[config.mk]
export PLATFORM = sky130hd
export DESIGN_NAME = wdsp_top
export DESIGN_NICKNAME = d
export VERILOG_FILES = /design/src/wdsp_pkg.sv /design/src/wdsp_bus_if.sv /design/src/wdsp_apb_front.sv /design/src/wdsp_edge_sync.sv /design/src/wdsp_top.sv
export VERILOG_INCLUDE_DIRS = /design/src
export SDC_FILE = /design/constraint.sdc
export NUM_CORES = 1
export LEC_CHECK = 0
export BUFFER_PORTS_ARGS = -buffer_cell sky130_fd_sc_hd__buf_2
export CAP_MARGIN = 30
export CORE_MARGIN = 4
export CORE_UTILIZATION = 50
export CTS_CLUSTER_DIAMETER = 40
export DETAILED_ROUTE_END_ITERATION = 12
export PLACE_DENSITY = 0.78
export SYNTH_ARGS = -nofsm -noshare
export SYNTH_HDL_FRONTEND = slang
export SYNTH_SLANG_ARGS = --single-unit
[constraint.sdc]
create_clock -name REF_CLK -period 2.4 [get_ports REF_CLK]
set_input_delay 0.36 -clock REF_CLK [delete_from_list [all_inputs] [get_ports REF_CLK]]
set_output_delay 0.36 -clock REF_CLK [all_outputs]
set_load 0.02 [all_outputs]
[src/wdsp_cfg.svh]
// Register offsets, field positions, reset values and counts of the protected watchdog
`ifndef WDSP_CFG_SVH
`define WDSP_CFG_SVH
`define WDSP_OFF_START   8'h00
`define WDSP_OFF_REFRESH 8'h04
`define WDSP_OFF_PROTECT 8'h08
`define WDSP_OFF_CLKMODE 8'h0c
`define WDSP_OFF_PRCMODE 8'h10
`define WDSP_OFF_COUNT   8'h14
`define WDSP_OFF_STATUS  8'h18
`define WDSP_OFF_MASK    8'h1c
`define WDSP_OFF_OPTION  8'h20
`define WDSP_OPTION_ADDR 16'hffff
`define WDSP_OPT_AUTO    0
`define WDSP_OPT_PINIT   7
`define WDSP_PROT_BIT    7
`define WDSP_CLKSTOP_BIT 0
`define WDSP_OSCSTOP_BIT 4
`define WDSP_UFACT_BIT   2
`define WDSP_RUN_BIT     16
`define WDSP_EV_UNDER    0
`define WDSP_EV_REFRESH  1
`define WDSP_EV_BLOCKED  2
`define WDSP_LOAD        12'hfff
`define WDSP_REF_FIRST   8'h00
`define WDSP_REF_SECOND  8'hff
`endif

[src/wdsp_pkg.sv]
// Types shared by the protected watchdog modules
package wdsp_pkg;
  // Gray coded along strap, halt, count
  typedef enum logic [1:0] {
    WDSP_ST_STRAP = 2'b00,
    WDSP_ST_HALT  = 2'b01,
    WDSP_ST_COUNT = 2'b11
  } wdsp_run_t;

  typedef struct packed {
    wdsp_run_t   run;
    logic [7:0]  opt;
    logic        protect;
    logic        osc_stop;
    logic        clk_stop;
    logic        uf_action;
    logic        armed;
    logic [11:0] count;
    logic [2:0]  status;
    logic [2:0]  mask;
    logic        irq;
    logic        wdt_rst;
  } wdsp_core_t;
endpackage

[src/wdsp_bus_if.sv]
// Decoded register access between the APB front end and the watchdog core
interface wdsp_bus_if;
  logic [7:0]  addr;
  logic [31:0] wdata;
  logic        wr_en;
  logic [31:0] rdata;
  logic        hit;
  modport front (output addr, output wdata, output wr_en, input rdata, input hit);
  modport core  (input addr, input wdata, input wr_en, output rdata, output hit);
endinterface

[src/wdsp_apb_front.sv]
// APB slave handshake with zero wait states and registered answer
module wdsp_apb_front (
  input  wire logic        clk,
  input  wire logic        rst,
  input  wire logic        ce,
  input  wire logic        psel,
  input  wire logic        penable,
  input  wire logic        pwrite,
  input  wire logic [7:0]  paddr,
  input  wire logic [31:0] pwdata,
  output logic [31:0]      prdata,
  output logic             pready,
  output logic             pslverr,
  wdsp_bus_if.front        bus
);
  typedef struct packed {
    logic        pready;
    logic        pslverr;
    logic [31:0] prdata;
  } wdsp_front_t;

  wdsp_front_t q;
  wdsp_front_t d;

  // Answer is prepared in the setup cycle so it stands in the first access cycle
  always_comb begin
    d        = q;
    d.pready = 1'b0;
    if (psel && !penable) begin
      d.pready  = 1'b1;
      d.pslverr = ~bus.hit;
      d.prdata  = (pwrite || !bus.hit) ? 32'h0000_0000 : bus.rdata;
    end
  end

  always_ff @(posedge clk or posedge rst) begin
    if (rst) begin
      q <= '0;
    end else if (ce) begin
      q <= d;
    end
  end

  assign bus.addr  = paddr;
  assign bus.wdata = pwdata;
  // Writes land only at the completing edge of the access phase
  assign bus.wr_en = ce & psel & penable & q.pready & pwrite & bus.hit;
  assign prdata    = q.prdata;
  assign pready    = q.pready;
  assign pslverr   = q.pslverr;
endmodule // wdsp_apb_front

[src/wdsp_edge_sync.sv]
// Three-stage synchroniser that reports accepted rising edges of a foreign clock
module wdsp_edge_sync (
  input  wire logic clk,
  input  wire logic rst,
  input  wire logic ce,
  input  wire logic async_in,
  output logic      rise
);
  typedef struct packed {
    logic s1;
    logic s2;
    logic s3;
    logic lvl;
    logic rise;
  } wdsp_sync_t;

  wdsp_sync_t q;
  wdsp_sync_t d;

  // A change counts only once stages two and three agree
  always_comb begin
    d      = q;
    d.s1   = async_in;
    d.s2   = q.s1;
    d.s3   = q.s2;
    d.rise = 1'b0;
    if (q.s2 == q.s3) begin
      d.lvl  = q.s3;
      d.rise = q.s3 & ~q.lvl;
    end
  end

  always_ff @(posedge clk or posedge rst) begin
    if (rst) begin
      q <= '0;
    end else if (ce) begin
      q <= d;
    end
  end

  assign rise = q.rise;
endmodule // wdsp_edge_sync

[src/wdsp_top.sv]
// Watchdog counter in count source protection mode, with APB registers
`include "wdsp_cfg.svh"

// How it works
// - In protection mode the counter steps on slow oscillator edges only.
// - In protection mode the counter decrements over 4096 slow clock periods, no prescaler.
// - Auto-start bit 1 keeps counter halted until count start is written.
// - Auto-start bit 0 starts counting by itself once reset ends.
// - Auto-start bit is option byte bit 0; software cannot write it.
// - Refresh needs write 00h then FFh to the refresh register.
// - Counter reloads on reset, on valid refresh and on underflow.
// - Once started in protection mode, wait mode does not stop counting.
// - Underflow in protection mode always raises the watchdog reset.
// - Enabling protection loads the counter with 0FFFh.
// - Enabling protection clears the slow oscillator stop bit.
// - Enabling protection sets the underflow action bit to reset.
// - In protection mode writes to the all-clock-stop bit are ignored.
// - In protection mode writes to the slow oscillator stop bit are ignored.
// - Protect-init option bit 7 at 0 enables protection at reset.
module wdsp_top
  import wdsp_pkg::*;
(
  input  wire logic        REF_CLK,
  input  wire logic        RST,
  input  wire logic        CE,
  input  wire logic        SLOW_OSC_CLK,
  input  wire logic [7:0]  OPTION_BYTE,
  input  wire logic        WAIT_MODE,
  input  wire logic        PSEL,
  input  wire logic        PENABLE,
  input  wire logic        PWRITE,
  input  wire logic [7:0]  PADDR,
  input  wire logic [31:0] PWDATA,
  output logic      [31:0] PRDATA,
  output logic             PREADY,
  output logic             PSLVERR,
  output logic             IRQ,
  output logic             WDT_RST,
  output logic             SLOW_OSC_STOP,
  output logic             STOP_MODE_REQ
);
  wdsp_core_t q;
  wdsp_core_t d;
  logic       slow_tick;
  logic       tick;
  logic       count_en;
  logic       under;
  logic       ref_good;
  logic       wr_start;
  logic       wr_refresh;
  logic       wr_protect;
  logic       wr_clkmode;
  logic       wr_prcmode;
  logic       wr_status;
  logic       wr_mask;
  logic       prot_rise;
  logic [2:0] ev;

  wdsp_bus_if bus ();

  // Slow oscillator arrives from outside, so it is synchronised first
  wdsp_edge_sync u_sync (
    .clk      (REF_CLK),
    .rst      (RST),
    .ce       (CE),
    .async_in (SLOW_OSC_CLK),
    .rise     (slow_tick)
  );

  wdsp_apb_front u_front (
    .clk     (REF_CLK),
    .rst     (RST),
    .ce      (CE),
    .psel    (PSEL),
    .penable (PENABLE),
    .pwrite  (PWRITE),
    .paddr   (PADDR),
    .pwdata  (PWDATA),
    .prdata  (PRDATA),
    .pready  (PREADY),
    .pslverr (PSLVERR),
    .bus     (bus.front)
  );

  // Address decode; the option byte has no write decode at all
  always_comb begin
    bus.hit    = 1'b1;
    bus.rdata  = 32'h0000_0000;
    wr_start   = 1'b0;
    wr_refresh = 1'b0;
    wr_protect = 1'b0;
    wr_clkmode = 1'b0;
    wr_prcmode = 1'b0;
    wr_status  = 1'b0;
    wr_mask    = 1'b0;
    if (bus.addr == `WDSP_OFF_START) begin
      wr_start = bus.wr_en;
    end else if (bus.addr == `WDSP_OFF_REFRESH) begin
      wr_refresh = bus.wr_en;
    end else if (bus.addr == `WDSP_OFF_PROTECT) begin
      wr_protect                    = bus.wr_en;
      bus.rdata[`WDSP_PROT_BIT]     = q.protect;
    end else if (bus.addr == `WDSP_OFF_CLKMODE) begin
      wr_clkmode                    = bus.wr_en;
      bus.rdata[`WDSP_CLKSTOP_BIT]  = q.clk_stop;
      bus.rdata[`WDSP_OSCSTOP_BIT]  = q.osc_stop;
    end else if (bus.addr == `WDSP_OFF_PRCMODE) begin
      wr_prcmode                    = bus.wr_en;
      bus.rdata[`WDSP_UFACT_BIT]    = q.uf_action;
    end else if (bus.addr == `WDSP_OFF_COUNT) begin
      bus.rdata[11:0]               = q.count;
      bus.rdata[`WDSP_RUN_BIT]      = (q.run == WDSP_ST_COUNT);
    end else if (bus.addr == `WDSP_OFF_STATUS) begin
      wr_status                     = bus.wr_en;
      bus.rdata[2:0]                = q.status;
    end else if (bus.addr == `WDSP_OFF_MASK) begin
      wr_mask                       = bus.wr_en;
      bus.rdata[2:0]                = q.mask;
    end else if (bus.addr == `WDSP_OFF_OPTION) begin
      bus.rdata[7:0]                = q.opt;
    end else begin
      bus.hit = 1'b0;
    end
  end

  // Count source and gating
  always_comb begin
    // Without protection the slow source is not used; count every cycle
    tick     = q.protect ? slow_tick : 1'b1;
    // Wait mode only freezes the counter when protection is off
    count_en = (q.run == WDSP_ST_COUNT) && (q.protect || !WAIT_MODE);
    under    = count_en && tick && (q.count == 12'h000);
    // Second half of the refresh pair only counts after a clean first half
    ref_good = wr_refresh && q.armed && (bus.wdata[7:0] == `WDSP_REF_SECOND);
    prot_rise = wr_protect && bus.wdata[`WDSP_PROT_BIT] && !q.protect;
  end

  // Core next-state
  always_comb begin
    d         = q;
    d.wdt_rst = 1'b0;
    ev        = 3'b000;
    case (q.run)
      WDSP_ST_STRAP: begin
        // Option byte is sampled once, after reset has been released
        d.opt = OPTION_BYTE;
        if (OPTION_BYTE[`WDSP_OPT_PINIT] == 1'b0) begin
          d.protect   = 1'b1;
          d.count     = `WDSP_LOAD;
          d.osc_stop  = 1'b0;
          d.uf_action = 1'b1;
        end
        if (OPTION_BYTE[`WDSP_OPT_AUTO] == 1'b1) begin
          d.run = WDSP_ST_HALT;
        end else begin
          d.run = WDSP_ST_COUNT;
        end
      end
      WDSP_ST_HALT: begin
        // Counter stays frozen until the start write
        if (wr_start) begin
          d.run = WDSP_ST_COUNT;
        end
      end
      WDSP_ST_COUNT: begin
        if (under) begin
          d.count             = `WDSP_LOAD;
          ev[`WDSP_EV_UNDER]  = 1'b1;
          // Underflow becomes a reset request once the action bit selects it
          d.wdt_rst           = q.uf_action | q.protect;
        end else if (count_en && tick) begin
          d.count = q.count - 12'h001;
        end
      end
      default: begin
        d.run = WDSP_ST_STRAP;
      end
    endcase

    // Refresh sequencing; any other value breaks the pair
    if (wr_refresh) begin
      d.armed = (bus.wdata[7:0] == `WDSP_REF_FIRST);
    end
    if (ref_good) begin
      d.count              = `WDSP_LOAD;
      ev[`WDSP_EV_REFRESH] = 1'b1;
    end

    // Protection is set-only; only a reset takes it away again
    if (prot_rise) begin
      d.protect   = 1'b1;
      d.count     = `WDSP_LOAD;
      d.osc_stop  = 1'b0;
      d.uf_action = 1'b1;
    end

    // Clock mode bits are locked once protection is on
    if (wr_clkmode) begin
      if (!q.protect && !prot_rise) begin
        d.clk_stop = bus.wdata[`WDSP_CLKSTOP_BIT];
        d.osc_stop = bus.wdata[`WDSP_OSCSTOP_BIT];
      end else if (bus.wdata[`WDSP_CLKSTOP_BIT] != q.clk_stop ||
                   bus.wdata[`WDSP_OSCSTOP_BIT] != q.osc_stop) begin
        ev[`WDSP_EV_BLOCKED] = 1'b1;
      end
    end

    // Underflow action is only software-owned outside protection
    if (wr_prcmode && !q.protect && !prot_rise) begin
      d.uf_action = bus.wdata[`WDSP_UFACT_BIT];
    end

    // Sticky events: a new event wins over a write-one clear
    if (wr_status) begin
      d.status = q.status & ~bus.wdata[2:0];
    end
    d.status = d.status | ev;
    if (wr_mask) begin
      d.mask = bus.wdata[2:0];
    end
    d.irq = |(d.status & d.mask);
  end

  // State register, frozen while the clock enable is low
  always_ff @(posedge REF_CLK or posedge RST) begin
    if (RST) begin
      q           <= '0;
      q.run       <= WDSP_ST_STRAP;
      q.count     <= `WDSP_LOAD;
    end else if (CE) begin
      q <= d;
    end
  end

  assign IRQ           = q.irq;
  assign WDT_RST       = q.wdt_rst;
  assign SLOW_OSC_STOP = q.osc_stop;
  assign STOP_MODE_REQ = q.clk_stop;
endmodule // wdsp_top

==> reports/qor.yml <==
clock_network:
  num_cts_buffers: 5
  clk_latency_ps: 320
  ctsHtreeMaxLevel: 2
  clk_path_buf_depth: 2
  clockRootBuffer: "sky130_fd_sc_hd__clkbuf_8"
  cts_tree: "yes"
  clock_sinks: 55
  cts.clk_slew.worst_paths_ps: 110
worst_setup_path:
  timing.reg2reg.worst_path_depth: 7
  cp_data_required_time_ps: 2610
  worstPathMaxFanout: 8
  register_to_register_setup_slack_ps: 160
  critPathMaxStageDelay_ps: 570
  timing.critical_path.slowest_stage_cell: "sky130_fd_sc_hd__dfstp_2"
  critPathArrivalTime_ps: 2450
  cp_cell_sequence: "inv_1 > ha_1 > nor3b_2 > a31oi_1 > nand3_1 > nor3_2 > a41oi_1"
  r2r-end: "q[17]$_DFFE_PP1P_"
  critPathCaptureType: "flip-flop"
  crit_path_start_kind: "flip-flop"
  worst-setup-path-type: "reg2reg"
  timing.rr.start: "q[8]$_DFFE_PP1P_"
global_route:
  grt-ovfl-total: 0
  grt_start_max_net_pins: 21
  grt_use_total_pct: 21.4
  grt_pass1_wl_mm: 12.9
  first_global_vias: 2725
  grt_antenna_before_repair: 0
logic_synthesis:
  most_used_flip_flop_cell_after_synthesis: "sky130_fd_sc_hd__dfrtp_1"
  yosys.area.top_type: "sky130_fd_sc_hd__dfrtp_1"
  ys_ff_latch: 55
  synth.area.top_cells: "sky130_fd_sc_hd__dfrtp_1 34%, sky130_fd_sc_hd__dfstp_2 9.9%, sky130_fd_sc_hd__buf_4 4.5%"
  synth_area_mm2: 0.00318
  synth.yosys.warnings: 0
  number_of_synthesized_flops_with_an_enable_pin: 0
  syn_area_per_cell_um2: 9.85
  postSynthCellCount: 323
  synth-seq-area-share_pct: 43.7
  synth_top_area_share_pct: 33.8
  synthDistinctLibCells: 64
  ffs_w_async_s_r_synth_pct: 100
floorplanning:
  die_height_um: 87.8
  initial_core_utilization_pct: 52.5
  dieWidth_um: 87.8
  top_level_ports: 94
  core_area_mm2: 0.00606
  placement_rows: 28
  total_die_area_mm2: 0.00771
detailed_routing:
  dr_total_vias: 2660
  routed_wl_mm: 7.78
  drtPass1Iterations: 4
  drt_iter0_drc: 123
  route.detailed.wl_per_inst_um: 17.0
  detail-route-antenna-nets: 0
  routed_via_density: 5.81
  drc: 0
min_path:
  type_of_the_worst_min_delay_path: "in2async"
place:
  dpl.cell_count: 450
  half_perimeter_wire_length_of_the_detailed_placement_result_mm: 6.01
  gpl.final_weighted_congestion: 0.891
  portBuffers: 50
run_status:
  status: "finished clean"
timing:
  rsz0062_at_grt: "no"
  tightest_slew_ps: 583
  hold_viol: 0
  timing.clock.skew_ps: 14.1
  setup_total_negative_slack_ps: 0
  worst_slew_margin_rel_pct: 60.9
  finalMaxSlewViolations: 0
  setup_viol: 0
  final.min_clock_period_ps: 2240
  fmaxAchievable_ghz: 0.446
  period_share_pct: 93.3
finish:
  final_standard_cell_count_with_taps_included_and_fillers_excluded: 458
  area_delta_synth_final_pct: 12.8
  num-nets-final: 442
  num_antenna_cells: 0
  fin_util_pct: 59.2
  final_layout_size_suffix_gt1_share_pct: 29.0
power:
  p_leak_nw: 1.62
  worst_vdd_drop_mv: 0.422
  pwr_density_cell_mw_per_mm2: 791
flow_run:
  max_cap_violations: 0
==> synthesized netlist by cell type, drive strengths merged (7+ instances only) <==
master and number:
a21oi 16, inv 15, dfrtp 43, a31oi 11, buf 22, o21ai 19, clkbuf 8, nor4 9
mux2 11, a22o 16, dfstp 12, nand4 7, nand3 9, nand2 28, nor3 7, nor2 24
==> worst max path at each step <==
| stage | startpoint | to | slack [ps] | depth (start not counted) |
|---|---|---|---|---|
| 2_1_floorplan | PADDR[2] | q[17]$_DFFE_PP1P_ | 400 | 8 |
| 3_3_place_gp | PADDR[4] | q[17]$_DFFE_PP1P_ | 160 | 7 |
| 3_5_place_dp | PADDR[4] | q[17]$_DFFE_PP1P_ | 70 | 7 |
| 4_1_cts | q[8]$_DFFE_PP1P_ | IRQ$_DFFE_PP0P_ | 130 | 8 |
| 5_1_grt | q[8]$_DFFE_PP1P_ | q[17]$_DFFE_PP1P_ | 6 | 7 |
| 6_report | q[8]$_DFFE_PP1P_ | q[17]$_DFFE_PP1P_ | 160 | 7 |
==> cells in the final DEF (no fill, tap or decap), types with 7 or more instances in the layout <==
cell type,instances
sky130_fd_sc_hd__buf_4,14
sky130_fd_sc_hd__buf_2,50
sky130_fd_sc_hd__conb_1,19
sky130_fd_sc_hd__a31oi_1,10
sky130_fd_sc_hd__a22o_1,16
sky130_fd_sc_hd__mux2_2,9
sky130_fd_sc_hd__nand4_1,7
sky130_fd_sc_hd__nand3_1,8
sky130_fd_sc_hd__dfrtp_1,43
sky130_fd_sc_hd__inv_1,14
sky130_fd_sc_hd__a21oi_1,16
sky130_fd_sc_hd__o21ai_0,19
sky130_fd_sc_hd__dfstp_2,12
sky130_fd_sc_hd__nor2_1,23
sky130_fd_sc_hd__nand2_1,28
==> repair_timing <==
action | CTS | global route
setup endpoints to repair | 0 | 3
hold endpoints to repair | 0 | 0
gates resized for setup | 0 | 1
hold buffers | 0 | 0
setup buffers | 0 | 0
==> stage by stage <==
step / setup slack [ps] / hold WS [ps] / power (mW) / instance area [µm²]
after global placement: 161 / 358 / 2.25 / 3490
after CTS: 128 / 13.6 / 2.84 / 3590
after global routing: 5.81 / 32.9 / 3.03 / 3590
final: 160 / 7.11 / 2.84 / 3590
after detailed placement: 67.9 / 370 / 2.31 / 3490
after floorplan: 401 / 446 / 2.11 / 3250
==> cells by family (layout without fill, tap and decap cells) <==
logic type,Yosys count,after routing,share of synthesized area [%]
compound gates,90,90,19.8
flops,55,55,43.7
xor+xnor,2,2,0.550
buf+inv,45,87,8.25
mux,14,14,4.95
fa+ha+maj,4,4,1.57
other cells,1,19,0.118
simple gates,112,112,21.0
==> power by group <==
group          switching [mW]  internal, mW  total, mW
clock network           0.328         0.210      0.538
registers               0.215          1.20       1.41
logic                   0.501         0.389      0.890
==> registers in the layout, summed over array words and instances (netlist names) <==
register,cells
IRQ,1
SLOW_OSC_STOP,1
STOP_MODE_REQ,1
WDT_RST,1
q,31
u_front.prdata,13
u_front.pready,1
u_front.pslverr,1
u_sync.d,2
u_sync.q,2
u_sync.rise,1
==> critical path: cells and delay by family, from the launching register on <==
| kind | cells | cell delay [ps] |
|---|---|---|
| flip-flops | 1 | 570 |
| AO/OA/AOI/OAI | 2 | 400 |
| buffers and inverters | 1 | 70 |
| AND/OR/NAND/NOR | 3 | 870 |
| adder cells (fa/ha/maj) | 1 | 230 |
==> metal layers <==
metal | global-route usage, % | routed length [µm]
met3 | 4.14 | 514
met2 | 34.5 | 3660
met1 | 28.2 | 3440
met5 | 0 | 0
met4 | 8.65 | 168
==> layout make-up <==
| cell class | count | area (µm²) |
|---|---|---|
| fill | 533 | 2470 |
| multi-input combinational | 241 | 1600 |
| sequential | 55 | 1390 |
| timing repair buffer | 64 | 355 |
| tap | 75 | 93.8 |
| clock buffer | 5 | 68.8 |
| inverter | 15 | 56.3 |
| clock inverter | 3 | 23.8 |
Power figures use the tool's default switching activity.
